$ cat src/hw/door_svc_pkg.sv
// Shared constants and types for the door service button control block.
// Assumes a 20 MHz system clock; all times are converted to cycles here.
package door_svc_pkg;
   localparam int unsigned CLK_HZ        = 20_000_000;
   // Times in milliseconds as specified
   localparam int unsigned LEARN_HOLD_MS = 3000;
   localparam int unsigned STORE_HOLD_MS = 2000;
   localparam int unsigned SPLASH_MS     = 5000;
   localparam int unsigned RELEASE_MS    = 3000;
   localparam int unsigned BLINK_MS      = 500;
   localparam int unsigned DEBOUNCE_MS   = 20;
   // Cycle counts derived from the times (exact multiples at 20 MHz)
   localparam int unsigned LEARN_HOLD_CYC = (LEARN_HOLD_MS * (CLK_HZ / 1000));
   localparam int unsigned STORE_HOLD_CYC = (STORE_HOLD_MS * (CLK_HZ / 1000));
   localparam int unsigned SPLASH_CYC     = (SPLASH_MS * (CLK_HZ / 1000));
   localparam int unsigned RELEASE_CYC    = (RELEASE_MS * (CLK_HZ / 1000));
   localparam int unsigned BLINK_CYC      = (BLINK_MS * (CLK_HZ / 1000));
   localparam int unsigned DEBOUNCE_CYC   = (DEBOUNCE_MS * (CLK_HZ / 1000));
   // Force level: F = 70 N + x * 30 N, x in 0..9
   localparam logic [3:0]  FORCE_MAX      = 4'h9;
   localparam logic [3:0]  FORCE_MIN      = 4'h0;
   localparam logic [3:0]  FORCE_RST      = 4'h0;
   localparam int unsigned FORCE_BASE_N   = 70;
   localparam int unsigned FORCE_STEP_N   = 30;
   // Display character codes (seven-segment decoder lives outside)
   localparam logic [4:0]  DISP_BLANK     = 5'h1_0;
   localparam logic [4:0]  DISP_UNDER     = 5'h1_1;
   localparam logic [4:0]  DISP_P         = 5'h1_2;
   localparam logic [4:0]  DISP_H         = 5'h1_3;
   localparam logic [4:0]  DISP_F         = 5'h1_4;
   localparam logic [4:0]  DISP_EIGHT     = 5'h0_8;
   localparam logic [4:0]  DISP_ZERO      = 5'h0_0;
   localparam logic [4:0]  DISP_CANCEL    = 5'h1_5;
   // Learn run phases
   typedef enum logic [2:0] {
      LR_IDLE, LR_CREEP_CLOSE, LR_WIDTH, LR_MASS, LR_STORE
   } learn_phase_t;
   // Motion command to the drive
   typedef enum logic [1:0] {
      MOVE_STOP, MOVE_OPEN, MOVE_CLOSE
   } move_t;
endpackage

$ cat src/hw/button_if.sv
// Debounced, synchronised service button levels and press pulses.
// Driven by the button conditioner, read by the control top.
`timescale 1ns/1ps
`default_nettype none
interface button_if;
   logic [2:0] level;   // 0 learn, 1 open, 2 close
   logic [2:0] press;   // One-cycle pulse on each new press
   modport src (output level, output press);
   modport dst (input level, input press);
endinterface
`default_nettype wire

$ cat src/hw/door_service_button_control.sv
// Service button command interpreter: learn run, manual moves, force editor.
// Assumes one clk at 20 MHz, rst asserted at power-on, drive reports end
// positions and learn run step completion as same-clock levels/pulses.
`timescale 1ns/1ps
`default_nettype none
module door_service_button_control
   import door_svc_pkg::*;
#(
   parameter int unsigned LEARN_CYC   = LEARN_HOLD_CYC,
   parameter int unsigned STORE_CYC   = STORE_HOLD_CYC,
   parameter int unsigned SPLASH_LEN  = SPLASH_CYC,
   parameter int unsigned RELEASE_LEN = RELEASE_CYC,
   parameter int unsigned BLINK_LEN   = BLINK_CYC,
   parameter int unsigned DEB_CYC     = DEBOUNCE_CYC
) (
   input  wire logic                        clk,
   input  wire logic                        rst,
   input  wire logic                        learn_button,
   input  wire logic                        open_button,
   input  wire logic                        close_button,
   input  wire logic                        ext_open_req,
   input  wire logic                        ext_close_req,
   input  wire logic                        tool_active,
   input  wire logic                        tool_inputs_off,
   input  wire logic                        pos_known,
   input  wire logic                        at_closed,
   input  wire logic                        at_open,
   input  wire logic                        learn_step_done,
   input  wire logic [3:0]                  stored_force,
   output logic                             normal_op,
   output door_svc_pkg::move_t              move_cmd,
   output logic                             creep_speed,
   output door_svc_pkg::learn_phase_t       learn_phase,
   output logic                             learn_store,
   output logic                             force_store,
   output logic [3:0]                       force_level,
   output logic [9:0]                       force_newton,
   output logic [4:0]                       status_digit_display,
   output logic                             status_dot
);
   typedef enum logic [2:0] {
      M_BOOT, M_SPLASH, M_RELEASE, M_NORMAL, M_LEARN, M_CANCELLED, M_EDIT, M_FORCE
   } mode_t;

   typedef struct packed {
      mode_t        mode;
      learn_phase_t phase;
      logic [1:0]   creep_n;
      logic         learned;
      logic [27:0]  tmr;
      logic [24:0]  blink;
      logic         blink_f;
      logic [3:0]   lvl;
      logic         dot;
      logic         stored;
      logic         lstore;
      logic         fstore;
      logic [4:0]   disp;
      logic [1:0]   move;
   } ctl_t;

   ctl_t st_ff;
   ctl_t nxt_st;
   button_if btn ();
   logic ext_open;
   logic ext_close;
   logic want_open;
   logic want_close;
   logic [1:0] manual_dir;

   button_cond #(
      .DEB_CYC (DEB_CYC)
   ) u_cond (
      .clk  (clk),
      .rst  (rst),
      .pins ({close_button, open_button, learn_button}),
      .btn  (btn)
   );

   // External requests are dropped while the tool is active and has its inputs switched off
   assign ext_open  = ext_open_req  & ~(tool_active & tool_inputs_off);
   assign ext_close = ext_close_req & ~(tool_active & tool_inputs_off);

   // Buttons first, then signals; close wins any tie
   always_comb begin
      want_open  = btn.level[1] | ((~btn.level[1] & ~btn.level[2]) & ext_open);
      want_close = btn.level[2] | ((~btn.level[1] & ~btn.level[2]) & ext_close);
      if (want_close) begin
         manual_dir = 2'(MOVE_CLOSE);
      end else if (want_open & ~at_open) begin
         manual_dir = 2'(MOVE_OPEN);
      end else begin
         manual_dir = 2'(MOVE_STOP);
      end
      if (want_close & at_closed & ~btn.level[1]) begin
         manual_dir = 2'(MOVE_STOP);
      end
   end

   // Main mode sequencer
   always_comb begin
      nxt_st        = st_ff;
      nxt_st.lstore = 1'b0;
      nxt_st.fstore = 1'b0;
      nxt_st.move   = 2'(MOVE_STOP);
      // Free-running blink for alternating displays
      if (st_ff.blink >= 25'(BLINK_LEN - 1)) begin
         nxt_st.blink   = 25'h000_0000;
         nxt_st.blink_f = ~st_ff.blink_f;
      end else begin
         nxt_st.blink = st_ff.blink + 25'h000_0001;
      end
      case (st_ff.mode)
         // Wait two debounce windows plus a few cycles so held buttons are seen
         M_BOOT: begin
            nxt_st.disp = DISP_BLANK;
            nxt_st.tmr  = st_ff.tmr + 28'h000_0001;
            if (st_ff.tmr >= 28'(2 * DEB_CYC + 4)) begin
               nxt_st.tmr = 28'h000_0000;
               if (btn.level[1] & btn.level[2]) begin
                  nxt_st.mode = M_SPLASH;
               end else begin
                  nxt_st.mode = M_NORMAL;
               end
            end
         end
         // Show 8 for the confirm period
         M_SPLASH: begin
            nxt_st.disp = DISP_EIGHT;
            nxt_st.tmr  = st_ff.tmr + 28'h000_0001;
            if (st_ff.tmr >= 28'(SPLASH_LEN - 1)) begin
               nxt_st.tmr  = 28'h000_0000;
               nxt_st.mode = M_RELEASE;
            end
         end
         // Blank; both buttons must be let go in the window
         M_RELEASE: begin
            nxt_st.disp = DISP_BLANK;
            nxt_st.tmr  = st_ff.tmr + 28'h000_0001;
            if (st_ff.tmr >= 28'(RELEASE_LEN - 1)) begin
               nxt_st.tmr = 28'h000_0000;
               if (~btn.level[1] & ~btn.level[2]) begin
                  nxt_st.mode = M_EDIT;
                  nxt_st.lvl  = stored_force;
               end else begin
                  nxt_st.mode = M_NORMAL;
               end
            end
         end
         // Normal service, also the pre-learn positioning state
         M_NORMAL: begin
            nxt_st.disp = st_ff.learned ? DISP_ZERO : (pos_known ? DISP_P : DISP_UNDER);
            if (st_ff.learned || st_ff.disp == DISP_UNDER || st_ff.disp == DISP_P) begin
               nxt_st.move = manual_dir;
            end
            if (btn.level[0]) begin
               nxt_st.tmr = st_ff.tmr + 28'h000_0001;
            end else begin
               nxt_st.tmr = 28'h000_0000;
            end
            if (btn.level[0] && st_ff.tmr >= 28'(LEARN_CYC - 1)) begin
               nxt_st.tmr     = 28'h000_0000;
               nxt_st.mode    = M_LEARN;
               nxt_st.phase   = LR_CREEP_CLOSE;
               nxt_st.creep_n = 2'h0;
               nxt_st.learned = 1'b0;
            end
         end
         // Learn run phases; the drive reports each step done
         M_LEARN: begin
            nxt_st.disp = DISP_H;
            if (btn.press[1] | btn.press[2]) begin
               nxt_st.mode  = M_CANCELLED;
               nxt_st.phase = LR_IDLE;
            end else if (btn.press[0]) begin
               nxt_st.mode  = M_CANCELLED;
               nxt_st.phase = LR_IDLE;
            end else if (learn_step_done) begin
               case (st_ff.phase)
                  LR_CREEP_CLOSE: begin
                     nxt_st.creep_n = st_ff.creep_n + 2'h1;
                     if (at_closed || st_ff.creep_n == 2'h1) begin
                        nxt_st.phase = LR_WIDTH;
                     end
                  end
                  LR_WIDTH: nxt_st.phase = LR_MASS;
                  LR_MASS: nxt_st.phase = LR_STORE;
                  LR_STORE: begin
                     if (at_closed) begin
                        nxt_st.lstore  = 1'b1;
                        nxt_st.learned = 1'b1;
                        nxt_st.phase   = LR_IDLE;
                        nxt_st.mode    = M_NORMAL;
                     end
                  end
                  default: nxt_st.phase = LR_IDLE;
               endcase
            end
         end
         // Only the start of a new learn run (learn hold) or reset leaves here
         M_CANCELLED: begin
            nxt_st.disp = DISP_CANCEL;
            nxt_st.move = manual_dir;
            if (btn.level[0]) begin
               nxt_st.tmr = st_ff.tmr + 28'h000_0001;
            end else begin
               nxt_st.tmr = 28'h000_0000;
            end
            if (btn.level[0] && st_ff.tmr >= 28'(LEARN_CYC - 1)) begin
               nxt_st.tmr     = 28'h000_0000;
               nxt_st.mode    = M_LEARN;
               nxt_st.phase   = LR_CREEP_CLOSE;
               nxt_st.creep_n = 2'h0;
            end
         end
         // Editor top: F and current level alternate
         M_EDIT: begin
            nxt_st.disp = st_ff.blink_f ? {1'b0, st_ff.lvl} : DISP_F;
            if (btn.press[0]) begin
               nxt_st.mode = M_FORCE;
               nxt_st.tmr  = 28'h000_0000;
               nxt_st.dot  = 1'b0;
            end
         end
         // Force setting; no way out except power cycle
         M_FORCE: begin
            nxt_st.disp = st_ff.blink_f ? {1'b0, st_ff.lvl} : DISP_F;
            if (btn.press[1] && st_ff.lvl != FORCE_MIN) begin
               nxt_st.lvl = st_ff.lvl - 4'h1;
               nxt_st.dot = 1'b0;
            end else if (btn.press[2] && st_ff.lvl != FORCE_MAX) begin
               nxt_st.lvl = st_ff.lvl + 4'h1;
               nxt_st.dot = 1'b0;
            end
            if (btn.level[0]) begin
               nxt_st.tmr = st_ff.tmr + 28'h000_0001;
            end else begin
               nxt_st.tmr    = 28'h000_0000;
               nxt_st.stored = 1'b0;
            end
            if (btn.level[0] && !st_ff.stored && st_ff.tmr >= 28'(STORE_CYC)) begin
               nxt_st.fstore = 1'b1;
               nxt_st.dot    = 1'b1;
               nxt_st.stored = 1'b1;
            end
         end
         default: nxt_st.mode = M_BOOT;
      endcase
   end

   // Only reset returns to boot, so the editor persists to power cycle
   always_ff @(posedge clk or posedge rst) begin
      if (rst) begin
         st_ff <= '{mode: M_BOOT, phase: LR_IDLE, lvl: FORCE_RST, disp: DISP_BLANK,
                    default: '0};
      end else begin
         st_ff <= nxt_st;
      end
   end

   // Learn run drives its own moves; creep except mass phase
   always_comb begin
      if (st_ff.mode == M_LEARN) begin
         move_cmd    = (st_ff.phase == LR_STORE) ? MOVE_CLOSE : MOVE_OPEN;
         creep_speed = (st_ff.phase != LR_MASS);
      end else begin
         move_cmd    = move_t'(st_ff.move);
         creep_speed = ~st_ff.learned;
      end
   end

   assign normal_op            = (st_ff.mode == M_NORMAL) & st_ff.learned;
   assign learn_phase          = st_ff.phase;
   assign learn_store          = st_ff.lstore;
   assign force_store          = st_ff.fstore;
   assign force_level          = st_ff.lvl;
   assign force_newton         = 10'(FORCE_BASE_N) + 10'(st_ff.lvl) * 10'(FORCE_STEP_N);
   assign status_digit_display = st_ff.disp;
   assign status_dot           = st_ff.dot;
endmodule
`default_nettype wire

$ cat src/hw/button_cond.sv
// Synchroniser and debouncer for the three service buttons.
// Assumes raw pins asynchronous to clk, active high when pressed.
`timescale 1ns/1ps
`default_nettype none
module button_cond
   import door_svc_pkg::*;
#(
   parameter int unsigned DEB_CYC = DEBOUNCE_CYC
) (
   input  wire logic       clk,
   input  wire logic       rst,
   input  wire logic [2:0] pins,
   button_if.src           btn
);
   typedef struct packed {
      logic [2:0]  s1;
      logic [2:0]  s2;
      logic [2:0]  lvl;
      logic [2:0]  prs;
      logic [2:0][19:0] cnt;
   } cond_t;

   cond_t st_ff;
   cond_t nxt_st;

   // Level holds until the synced level stays different long enough
   always_comb begin
      nxt_st     = st_ff;
      nxt_st.s1  = pins;
      nxt_st.s2  = st_ff.s1;
      nxt_st.prs = 3'h0;
      for (int i = 0; i < 3; i++) begin
         if (st_ff.s2[i] == st_ff.lvl[i]) begin
            nxt_st.cnt[i] = 20'h0_0000;
         end else if (st_ff.cnt[i] >= 20'(DEB_CYC - 1)) begin
            nxt_st.cnt[i] = 20'h0_0000;
            nxt_st.lvl[i] = st_ff.s2[i];
            nxt_st.prs[i] = st_ff.s2[i];
         end else begin
            nxt_st.cnt[i] = st_ff.cnt[i] + 20'h0_0001;
         end
      end
   end

   always_ff @(posedge clk or posedge rst) begin
      if (rst) begin
         st_ff <= '0;
      end else begin
         st_ff <= nxt_st;
      end
   end

   assign btn.level = st_ff.lvl;
   assign btn.press = st_ff.prs;
endmodule
`default_nettype wire

$ cat config.mk
export PLATFORM = sky130hd
export DESIGN_NAME = door_service_button_control
export DESIGN_NICKNAME = d
export VERILOG_FILES = /design/src/hw/door_svc_pkg.sv /design/src/hw/button_if.sv /design/src/hw/door_service_button_control.sv /design/src/hw/button_cond.sv
export SDC_FILE = /design/constraint.sdc
export NUM_CORES = 1
export LEC_CHECK = 0
export BUFFER_PORTS_ARGS = -buffer_cell sky130_fd_sc_hd__buf_2
export CORE_ASPECT_RATIO = 0.6
export CORE_MARGIN = 1.5
export CORE_UTILIZATION = 36
export CTS_BUF_LIST = sky130_fd_sc_hd__clkbuf_4 sky130_fd_sc_hd__clkbuf_8
export DETAILED_ROUTE_END_ITERATION = 8
export SLEW_MARGIN = 20
export SYNTH_ARGS = -nofsm -noshare
export SYNTH_HDL_FRONTEND = slang
export SYNTH_SLANG_ARGS = --single-unit
$ cat constraint.sdc
create_clock -name clk -period 7.9 [get_ports clk]
set_clock_uncertainty 0.1 [all_clocks]
set_input_delay 1.975 -clock clk [delete_from_list [all_inputs] [get_ports clk]]
set_output_delay 1.975 -clock clk [all_outputs]
set_load 0.02 [all_outputs]
==> results of run 1 <==
[layout make-up]
type / count / area share
Inverter: 45 / 0.0189
Sequential cell: 150 / 0.408
Timing Repair Buffer: 47 / 0.0264
Clock inverter: 12 / 0.0156
Multi-Input combinational cell: 669 / 0.462
Tap cell: 315 / 0.0428
Clock buffer: 18 / 0.0269
[cell families after synthesis]
kind of cell,after synthesis,synth area share
fa+ha+maj,30,0.0494
compound gates,161,0.130
other cells,1,0.000440
simple gates,376,0.215
xor+xnor,87,0.0895
flops,150,0.441
mux,10,0.0128
buf+inv,97,0.0619
[final timing paths]
kind / endpoint / cells after the start / from / slack [ns]
setup / recovery: force_newton[9] / 10 / force_level[0]$_DFFE_PP0P_ / 2.25
hold / removal: u_cond.st_ff[66]$_DFF_PP0_ / 0 / u_cond.nxt_st[66]$_DFF_PP0_ / 0.26
setup reg to reg: st_ff[66]$_DFFE_PP0P_ / 8 / st_ff[41]$_DFFE_PP0P_ / 4.83
hold reg to reg: u_cond.st_ff[66]$_DFF_PP0_ / 0 / u_cond.nxt_st[66]$_DFF_PP0_ / 0.26
max in group asynchronous: st_ff[15]$_DFFE_PP0N_ / 3 / rst / 5.13
min in group asynchronous: u_cond.nxt_st[68]$_DFF_PP0_ / 2 / rst / 1.50
[metal layers]
metal  vias to the layer above  share of wire  track usage
met3                        10          0.053       0.0377
met4                         0         0.0084       0.0429
li1                       3177              -            -
met5                         -              0            0
met2                       137           0.39        0.219
met1                      3064           0.55        0.254
[power groups by stage]
| stage | combinational [mW] | clock [mW] | sequential (mW) |
|---|---|---|---|
| after floorplan | 0.0534 | 0 | 0.814 |
| after global placement | 0.0709 | 0 | 0.824 |
| after detailed placement | 0.0709 | 0 | 0.823 |
| after CTS | 0.0713 | 0.625 | 0.808 |
| after global routing | 0.0809 | 0.657 | 0.812 |
| final | 0.0688 | 0.606 | 0.808 |
[cells in the mapped netlist (3+ instances only)]
master / n / area [µm²]
a21boi_0: 3 / 22.5
mux2_2: 7 / 78.8
o2bb2ai_1: 11 / 96.3
clkbuf_1: 19 / 71.3
clkbuf_8: 3 / 41.3
a21o_1: 7 / 52.6
nor2_1: 135 / 507
xnor2_1: 34 / 298
and4_1: 10 / 87.6
and3_1: 25 / 156
nor3b_1: 4 / 30.0
o22ai_1: 5 / 31.3
o31ai_1: 6 / 45.0
nand3_1: 43 / 215
ha_1: 24 / 300
nor4_1: 14 / 87.6
inv_1: 45 / 169
fa_1: 6 / 120
dfrtp_1: 149 / 3730
o21a_1: 3 / 22.5
mux2i_1: 3 / 30.0
nand4_1: 14 / 87.6
a22o_1: 15 / 131
a31oi_1: 10 / 62.6
or4_1: 4 / 30.0
o21ai_0: 24 / 120
nand2b_1: 5 / 31.3
a21oi_1: 41 / 205
and2_1: 7 / 43.8
nand2_1: 73 / 274
buf_6: 4 / 45.0
buf_4: 15 / 113
o21ai_1: 10 / 50.1
or3_1: 5 / 31.3
buf_2: 4 / 20.0
nor3_1: 15 / 75.1
xor2_1: 53 / 464
and3_2: 4 / 30.0
nor2b_1: 7 / 43.8
[per-stage QoR]
| stage | hold WS, ns | power, mW |
|---|---|---|
| after detailed placement | 0.240 | 0.894 |
| after global routing | 0.268 | 1.55 |
| after floorplan | 0.231 | 0.867 |
| final | 0.258 | 1.48 |
| after global placement | 0.233 | 0.895 |
| after CTS | 0.261 | 1.50 |
[registers in the layout (all words and copies together) (netlist names)]
signal	count
u_cond.nxt_st	3
force_store	1
learn_phase	3
status_dot	1
u_cond.st_ff	63
status_digit_display	5
learn_store	1
st_ff	63
u_cond.btn.press	3
u_cond.btn.level	3
force_level	4
==> flow_metrics.tcl, run 1 <==
set metrics [dict create \
    cts.path.max_buffers 2 \
    rows 43 \
    cp.required_ns 5.83 \
    final_cells 1256 \
    insertedDiodeCount 0 \
    cts-resized-gates 0 \
    combPwrFrac 0.046 \
    yosysWarnings 0 \
    syn_avg_cell_area_um2 9.33 \
    clk_latency_ns 0.46 \
    cp-end-kind "output port" \
    async_flop_share 1.00 \
    hold_viol 0 \
    areaGrowthSynthToFinish_pct 8.20 \
    track_usage 0.162 \
    htree_levels 4 \
    power.share.sequential 0.545 \
    clockRootBuffer "clkbuf_8" \
    setup_viol 0 \
    antenna_found_initial 0 \
    drive_gt1_frac 0.112 \
    multiInputGateArea_um2 4250 \
    critPathLaunchType "flop" \
    cts_tree "done" \
    io_pins 46 \
    clk_pin_slew_ns 0.09 \
    dp_cells 1226 \
    place.port_buffers 44 \
    die_h_um 122 \
    worstPathMaxFanout 9 \
    num-fill-cells 2346 \
    hold_class "flop to flop" \
    drv_slew 0 \
    cp_slowest_cell "fa_1" \
    fin_crit_ns 5.65 \
    core_area_um2 23100 \
    fin_ws_ns 2.25 \
    clock-sinks 150 \
    via_per_inst 5.09 \
    status "finished clean" \
    grt_max_degree 78 \
    nNetsFinal 977 \
    worstSetupPathType "flop to output port" \
    grt_pass1_vias 6080 \
    initial_core_util 0.368 \
    ys_ff_latch 150 \
    switching_share 0.259 \
    synth_edf_count 0 \
    wire_per_inst_um 14.8 \
    yosysSeqAreaShare 0.441 \
    power.density_nw_per_um2 161 \
    synth_flop_cell "dfrtp_1" \
    mostFrequentLayoutCell "dfrtp_1" \
    slew_headroom 0.513 \
    via_count 6388 \
    cts_setup_buffers 0 \
    cp.arrival_ns 3.58 \
    worstPathCellList "fa_1, fa_1, ha_1, a21o_1, a21oi_1, o21bai_1, a21oi_1, xnor2_1, and3b_1, buf_2" \
    dpl_cell_area_um2 8820 \
    totalNegativeSetupSlack_ns 0 \
    grt_setup_unrepaired "false" \
    worstMarginPinSlew_ns 0.725 \
    max_cap_viol_count 0 \
    power_leakage_nw 4.08 \
    grt_pass1_wl_mm 31.9 \
    crit_family "adder cells" \
    ir_worst_vdd_mv 0.0798 \
    ys_types 76 \
    die_w_um 202 \
    postCtsHoldBufs 0 \
    route.detailed.drc 0 \
    fin_area_um2 9210 \
    wl_mm 18.6 \
    cts_buffers 17 \
    dpl.hpwl_mm 13.2 \
    overflow 0 \
    design.die.area_um2 24600 \
    fin_util 0.398 \
    slowest_delay_ns 0.64 \
    gp_congestion 0.858 \
    intPower_mw 1.10 \
    ant_nets 0 \
    seq_area_um2 3750 \
    netlist_instances 912 \
    max_freq_mhz 177 \
    drtIter0Drc 492 \
    pwr-share-clk 0.409 \
    syn_area_um2 8510 \
    dr.pass1.iters 5 \
    critical_path_buf_inv_count 1 \
    switchingPower_uw 384 \
    place_ws_ns 2.70 \
    final_cell_mix "149 x dfrtp_1, 135 x nor2_1, 73 x nand2_1" \
    fin_crit_sh 0.716 \
]
Power figures use the tool's default switching activity.
==> inputs of run 2 (changes only) <==
clock period = 5.65 ns   (was 7.9 ns; I/O delays follow)
==> run 2 against run 1 <==
Routed wire length barely moved. Worst setup slack got worse by 1.7 ns. Hold slack improved by 0.016 ns. Sequential power rose by 40%. First-iteration DRC count rose by 21%. Core utilization rose by 0.065 points. Final cell count rose by 0.16%. Non-clock buffer count did not move. Critical path type unchanged. Highest routed layer unchanged.
==> flow_metrics.tcl, run 2 (synthesis results as in run 1) <==
set metrics [dict create \
    rows 43 \
    track_usage 0.157 \
    cp-end-kind "output port" \
    worstSetupPathType "flop to output port" \
    nNetsFinal 977 \
    overflow 0 \
    hold_class "flop to flop" \
    max_freq_mhz 198 \
    ant_nets 0 \
    crit_top_cell "fa_1" \
    via_per_inst 5.11 \
    power_leakage_nw 4.09 \
    postCtsHoldBufs 0 \
    cts_setup_buffers 0 \
    fin_crit_sh 0.895 \
    setup_viol 0 \
    fin_area_um2 9230 \
    cts-resized-gates 0 \
    dr.pass1.iters 5 \
    design.die.area_um2 24600 \
    drtIter0Drc 596 \
    worstMarginPinSlew_ns 0.879 \
    cp_slowest_cell "fa_1" \
    wire_per_inst_um 14.8 \
    clk_latency_ns 0.47 \
    grt_pass1_vias 5735 \
    power.density_nw_per_um2 226 \
    clockRootBuffer "clkbuf_8" \
    die_h_um 122 \
    final_cells 1258 \
    mostFrequentLayoutCell "dfrtp_1" \
    wl_mm 18.6 \
    gp_congestion 0.842 \
    areaGrowthSynthToFinish_pct 8.38 \
    status "finished clean" \
    slowest_delay_ns 0.57 \
    dpl_cell_area_um2 8820 \
    initial_core_util 0.368 \
    clock-sinks 150 \
    cp.required_ns 4.14 \
    dp_cells 1226 \
    ir_worst_vdd_mv 0.127 \
    fin_ws_ns 0.594 \
    crit_family "adder cells" \
    totalNegativeSetupSlack_ns 0 \
    drv_slew 0 \
    hold_viol 0 \
    die_w_um 202 \
    final_cell_mix "149 x dfrtp_1, 135 x nor2_1, 73 x nand2_1" \
    insertedDiodeCount 0 \
    drive_gt1_frac 0.113 \
    io_pins 46 \
    critical_path_buf_inv_count 3 \
    route.detailed.drc 0 \
    htree_levels 4 \
    fin_crit_ns 5.06 \
    place_ws_ns 1.07 \
    dpl.hpwl_mm 13.1 \
    grt_pass1_wl_mm 30.7 \
    worstPathMaxFanout 9 \
    slew_headroom 0.414 \
    via_count 6431 \
    core_area_um2 23100 \
    p_total_mw 2.09 \
    max_cap_viol_count 0 \
    cts_tree "done" \
    place.port_buffers 44 \
    grt_setup_unrepaired "false" \
    cts_buffers 17 \
    grt_max_degree 98 \
    clk_pin_slew_ns 0.09 \
    antenna_found_initial 0 \
    worstPathCellList "fa_1, fa_1, inv_1, fa_1, inv_1, a21o_1, a21oi_1, xnor2_1, o21ai_0, xnor2_1, buf_2" \
    critPathLaunchType "flop" \
    cp.arrival_ns 3.54 \
    cts.path.max_buffers 2 \
]
[run 2: layout make-up]
cell class                 count  area [µm²]
clock inverter                13         145
clock buffer                  19         262
tap                          315         394
timing repair buffer          47         243
fill                        2285       13900
inverter                      45         174
multi-input combinational    669        4250
sequential                   150        3750
[run 2: stage by stage]
stage / util / hold WS (ns)
after global placement: 0.381 / 0.240
after CTS: 0.399 / 0.281
after detailed placement: 0.381 / 0.249
after global routing: 0.399 / 0.289
after floorplan: - / 0.231
final: 0.399 / 0.274
[run 2: power breakdown]
group	leakage [nW]	internal (mW)	switching, mW	total, mW
logic	1.89	0.0320	0.0644	0.0964
clock network	0.205	0.421	0.440	0.862
registers	1.99	1.10	0.0331	1.13
[run 2: path summary, 6_finish.rpt]
path / depth (start not counted) / slack (ns) / end / start
max in group asynchronous: 3 / 3.47 / status_digit_display[4]$_DFF_PP1_ / rst
worst min-delay path: 0 / 0.27 / u_cond.st_ff[66]$_DFF_PP0_ / u_cond.nxt_st[66]$_DFF_PP0_
worst max-delay path: 11 / 0.59 / force_newton[8] / force_level[0]$_DFFE_PP0P_
min in group asynchronous: 2 / 1.02 / u_cond.nxt_st[68]$_DFF_PP0_ / rst
worst min register to register: 0 / 0.27 / u_cond.st_ff[66]$_DFF_PP0_ / u_cond.nxt_st[66]$_DFF_PP0_
worst max register to register: 8 / 2.56 / st_ff[46]$_DFFE_PP0P_ / st_ff[41]$_DFFE_PP0P_
[run 2: worst reg2reg max path: stages (launching register included)]
cell,delay [ns]
dfrtp_1,0.41
ha_1,0.22
and3_2,0.29
a211o_1,0.28
and4_2,0.22
o22ai_1,0.33
a31oi_4,0.32
nor2_4,0.59
a22o_1,0.26
[run 2: routing by layer]
layer / vias up / GRT usage / share of wire
met5: - / 0 / 0
met4: 0 / 0.0457 / 0.014
met3: 17 / 0.0404 / 0.053
met2: 166 / 0.200 / 0.38
met1: 3075 / 0.251 / 0.55
li1: 3173 / - / -
==> inputs of run 3 (changes only) <==
CELL_PAD_IN_SITES_DETAIL_PLACEMENT = 1   (was unset)
CELL_PAD_IN_SITES_GLOBAL_PLACEMENT = 1   (was unset)
PLACE_DENSITY_LB_ADDON = 0.1   (was unset)
SYNTH_HIERARCHICAL = 1   (was unset)
==> run 3 against run 2 <==
Global-route usage grew 2.6 points. Final area up 0.61%. Hold slack got worse by 0.0090 ns. Maximum frequency fell by 0.39%. Clock power fell by 0.5%. Sequential share of layout area shrank 0.25 points. Total power up 95%. Largest power group is now combinational logic. Highest routed layer unchanged.
==> flow_metrics.tcl, run 3 <==
set metrics [dict create \
    core_area_um2 23100 \
    syn_avg_cell_area_um2 9.34 \
    cts_setup_buffers 0 \
    cts_buffers 17 \
    hold_viol 0 \
    cp.required_ns 4.14 \
    insertedDiodeCount 0 \
    die_h_um 122 \
    grt_pass1_vias 6457 \
    hold_slack_ns 0.265 \
    hold_class "flop to flop" \
    cts-resized-gates 0 \
    dr.pass1.iters 4 \
    drtIter0Drc 342 \
    endpoint "force_newton[9]" \
    synth_edf_count 0 \
    areaGrowthSynthToFinish_pct 8.97 \
    gp_congestion 0.801 \
    num-fill-cells 2669 \
    rows 43 \
    initial_core_util 0.368 \
    grt_max_degree 48 \
    yosysMostFrequentCell "dfrtp_1" \
    fin_util 0.401 \
    yosysWarnings 6 \
    final_cell_mix "149 x dfrtp_1, 122 x nor2_1, 79 x nand2_1" \
    wire_per_inst_um 16.5 \
    htree_levels 4 \
    ys_types 73 \
    cts_tree "done" \
    max_freq_mhz 197 \
    r2r-end "st_ff[63]$_DFFE_PP0P_" \
    cp-end-kind "output port" \
    critPathLaunchType "flop" \
    synth_top_cell_by_area "dfrtp_1" \
    power.density_nw_per_um2 439 \
    cp.arrival_ns 3.56 \
    dpl.hpwl_mm 14.7 \
    mostFrequentLayoutCell "dfrtp_1" \
    status "finished clean" \
    grt_pass1_wl_mm 35.3 \
    nNetsFinal 981 \
    setup_viol 0 \
    place.port_buffers 44 \
    totalNegativeSetupSlack_ns 0 \
    synth_flop_cell "dfrtp_1" \
    place_ws_ns 1.06 \
    fin_crit_ns 5.08 \
    fin_crit_sh 0.898 \
    dpl_cell_area_um2 8900 \
    syn_area_um2 8520 \
    worstPathMaxFanout 10 \
    clk_pin_slew_ns 0.10 \
    drv_slew 0 \
    synth.top_cells.by_count "149 x dfrtp_1, 122 x nor2_1, 79 x nand2_1" \
    via_count 6420 \
    netlist_instances 912 \
    route.detailed.drc 0 \
    die_w_um 202 \
    async_flop_share 1.00 \
    ys_top_cells_by_area "dfrtp_1 44%, nor2_1 5.4%, xor2_1 5.0%" \
    fin_area_um2 9280 \
    grt_setup_unrepaired "false" \
    slew_headroom 0.432 \
    ant_nets 0 \
    power_leakage_nw 4.01 \
    ir_worst_vdd_mv 0.821 \
    clockRootBuffer "clkbuf_8" \
    worstReg2RegStart "st_ff[41]$_DFFE_PP0P_" \
    via_per_inst 5.09 \
    overflow 0 \
    postCtsHoldBufs 0 \
    io_pins 46 \
    critPathLaunch "force_level[0]$_DFFE_PP0P_" \
    track_usage 0.183 \
    ys_ff_latch 150 \
    ff2ff_setup_slack_ns 2.48 \
    r2r_cells 8 \
    worstMarginPinSlew_ns 0.844 \
    clk_latency_ns 0.48 \
    yosysSeqAreaShare 0.441 \
    design.die.area_um2 24600 \
    max_cap_viol_count 0 \
    worstSetupPathType "flop to output port" \
    drive_gt1_frac 0.124 \
    cts.path.max_buffers 2 \
    fin_ws_ns 0.574 \
    clock-sinks 150 \
    yosysTopAreaCellShare 0.438 \
    antenna_found_initial 1 \
    wl_mm 20.8 \
]
==> run 3: cell count changes after synthesis, moves of 9 or more <==
cell | before | now
o21ai_0 | 24 | 34
xnor2_1 | 34 | 48
a22o_1 | 15 | 1
nor2_1 | 135 | 122
a21oi_1 | 41 | 30
o21ai_1 | 10 | 1
nor3_1 | 15 | 28
nand3_1 | 43 | 60
==> run 3: how the worst min path moves through the flow <==
| stage | from | slack [ns] | depth (start not counted) | endpoint |
|---|---|---|---|---|
| 2_1_floorplan | u_cond/nxt_st[66]$_DFF_PP0_ | 0.23 | 0 | u_cond/st_ff[66]$_DFF_PP0_ |
| 3_3_place_gp | u_cond/nxt_st[68]$_DFF_PP0_ | 0.24 | 0 | u_cond/st_ff[68]$_DFF_PP0_ |
| 3_5_place_dp | u_cond/nxt_st[68]$_DFF_PP0_ | 0.24 | 0 | u_cond/st_ff[68]$_DFF_PP0_ |
| 4_1_cts | u_cond/nxt_st[68]$_DFF_PP0_ | 0.26 | 0 | u_cond/st_ff[68]$_DFF_PP0_ |
| 5_1_grt | u_cond/nxt_st[68]$_DFF_PP0_ | 0.27 | 0 | u_cond/st_ff[68]$_DFF_PP0_ |
| 6_report | u_cond/nxt_st[68]$_DFF_PP0_ | 0.26 | 0 | u_cond/st_ff[68]$_DFF_PP0_ |
==> run 3: kinds of logic (layout without fill, tap and decap cells) <==
logic type / after synthesis / in the layout / share of synthesized area
other: 2 / 5 / 0.000882
adders and majority gates: 30 / 30 / 0.0494
and+or+nand+nor: 396 / 396 / 0.233
buffers and inverters: 87 / 119 / 0.0516
muxes: 19 / 19 / 0.0236
AOI/OAI and AO/OA: 131 / 131 / 0.101
DFF: 150 / 150 / 0.441
xor gates and xnor gates: 97 / 97 / 0.0997
==> run 3: area by class of cell <==
cell class              instances  area (µm²)  area share
multi-input cells             678        4350       0.468
flip-flops and latches        150        3750       0.405
well taps                     315         394      0.0425
repair buffers                 49         258      0.0278
clock inverters                15         153      0.0164
inverters                      38         144      0.0155
clock buffers                  17         234      0.0252
==> run 3: critical path, stage by stage (launching register included) <==
cell	delay, ns
dfrtp_1	0.54
fa_1	0.63
fa_1	0.44
ha_1	0.28
a21o_1	0.16
a21oi_1	0.23
o21bai_1	0.09
a21oi_1	0.18
xnor2_1	0.18
and3b_1	0.20
buf_2	0.16
==> run 3: routing by layer <==
metal	wire length [µm]	vias to the layer above	GRT usage
li1	-	3170	-
met1	12100	3151	0.294
met2	7830	83	0.238
met3	651	16	0.0409
met4	231	0	0.0532
met5	0	-	0
==> run 3: per-stage QoR <==
| step | power [mW] | cells |
|---|---|---|
| detailed placement | 3.26 | 1230 |
| floorplan | 2.77 | 915 |
| finish | 4.08 | 1262 |
| global route | 4.37 | 1262 |
| global placement | 3.24 | 1230 |
| CTS | 4.14 | 1262 |
==> run 3: power by group <==
group | total (mW) | leakage [nW] | internal, mW | switching [mW]
clock | 0.858 | 0.203 | 0.368 | 0.490
combinational | 1.95 | 1.77 | 0.764 | 1.18
sequential | 1.27 | 2.03 | 1.14 | 0.133
total | 4.08 | 4.01 | 2.27 | 1.80
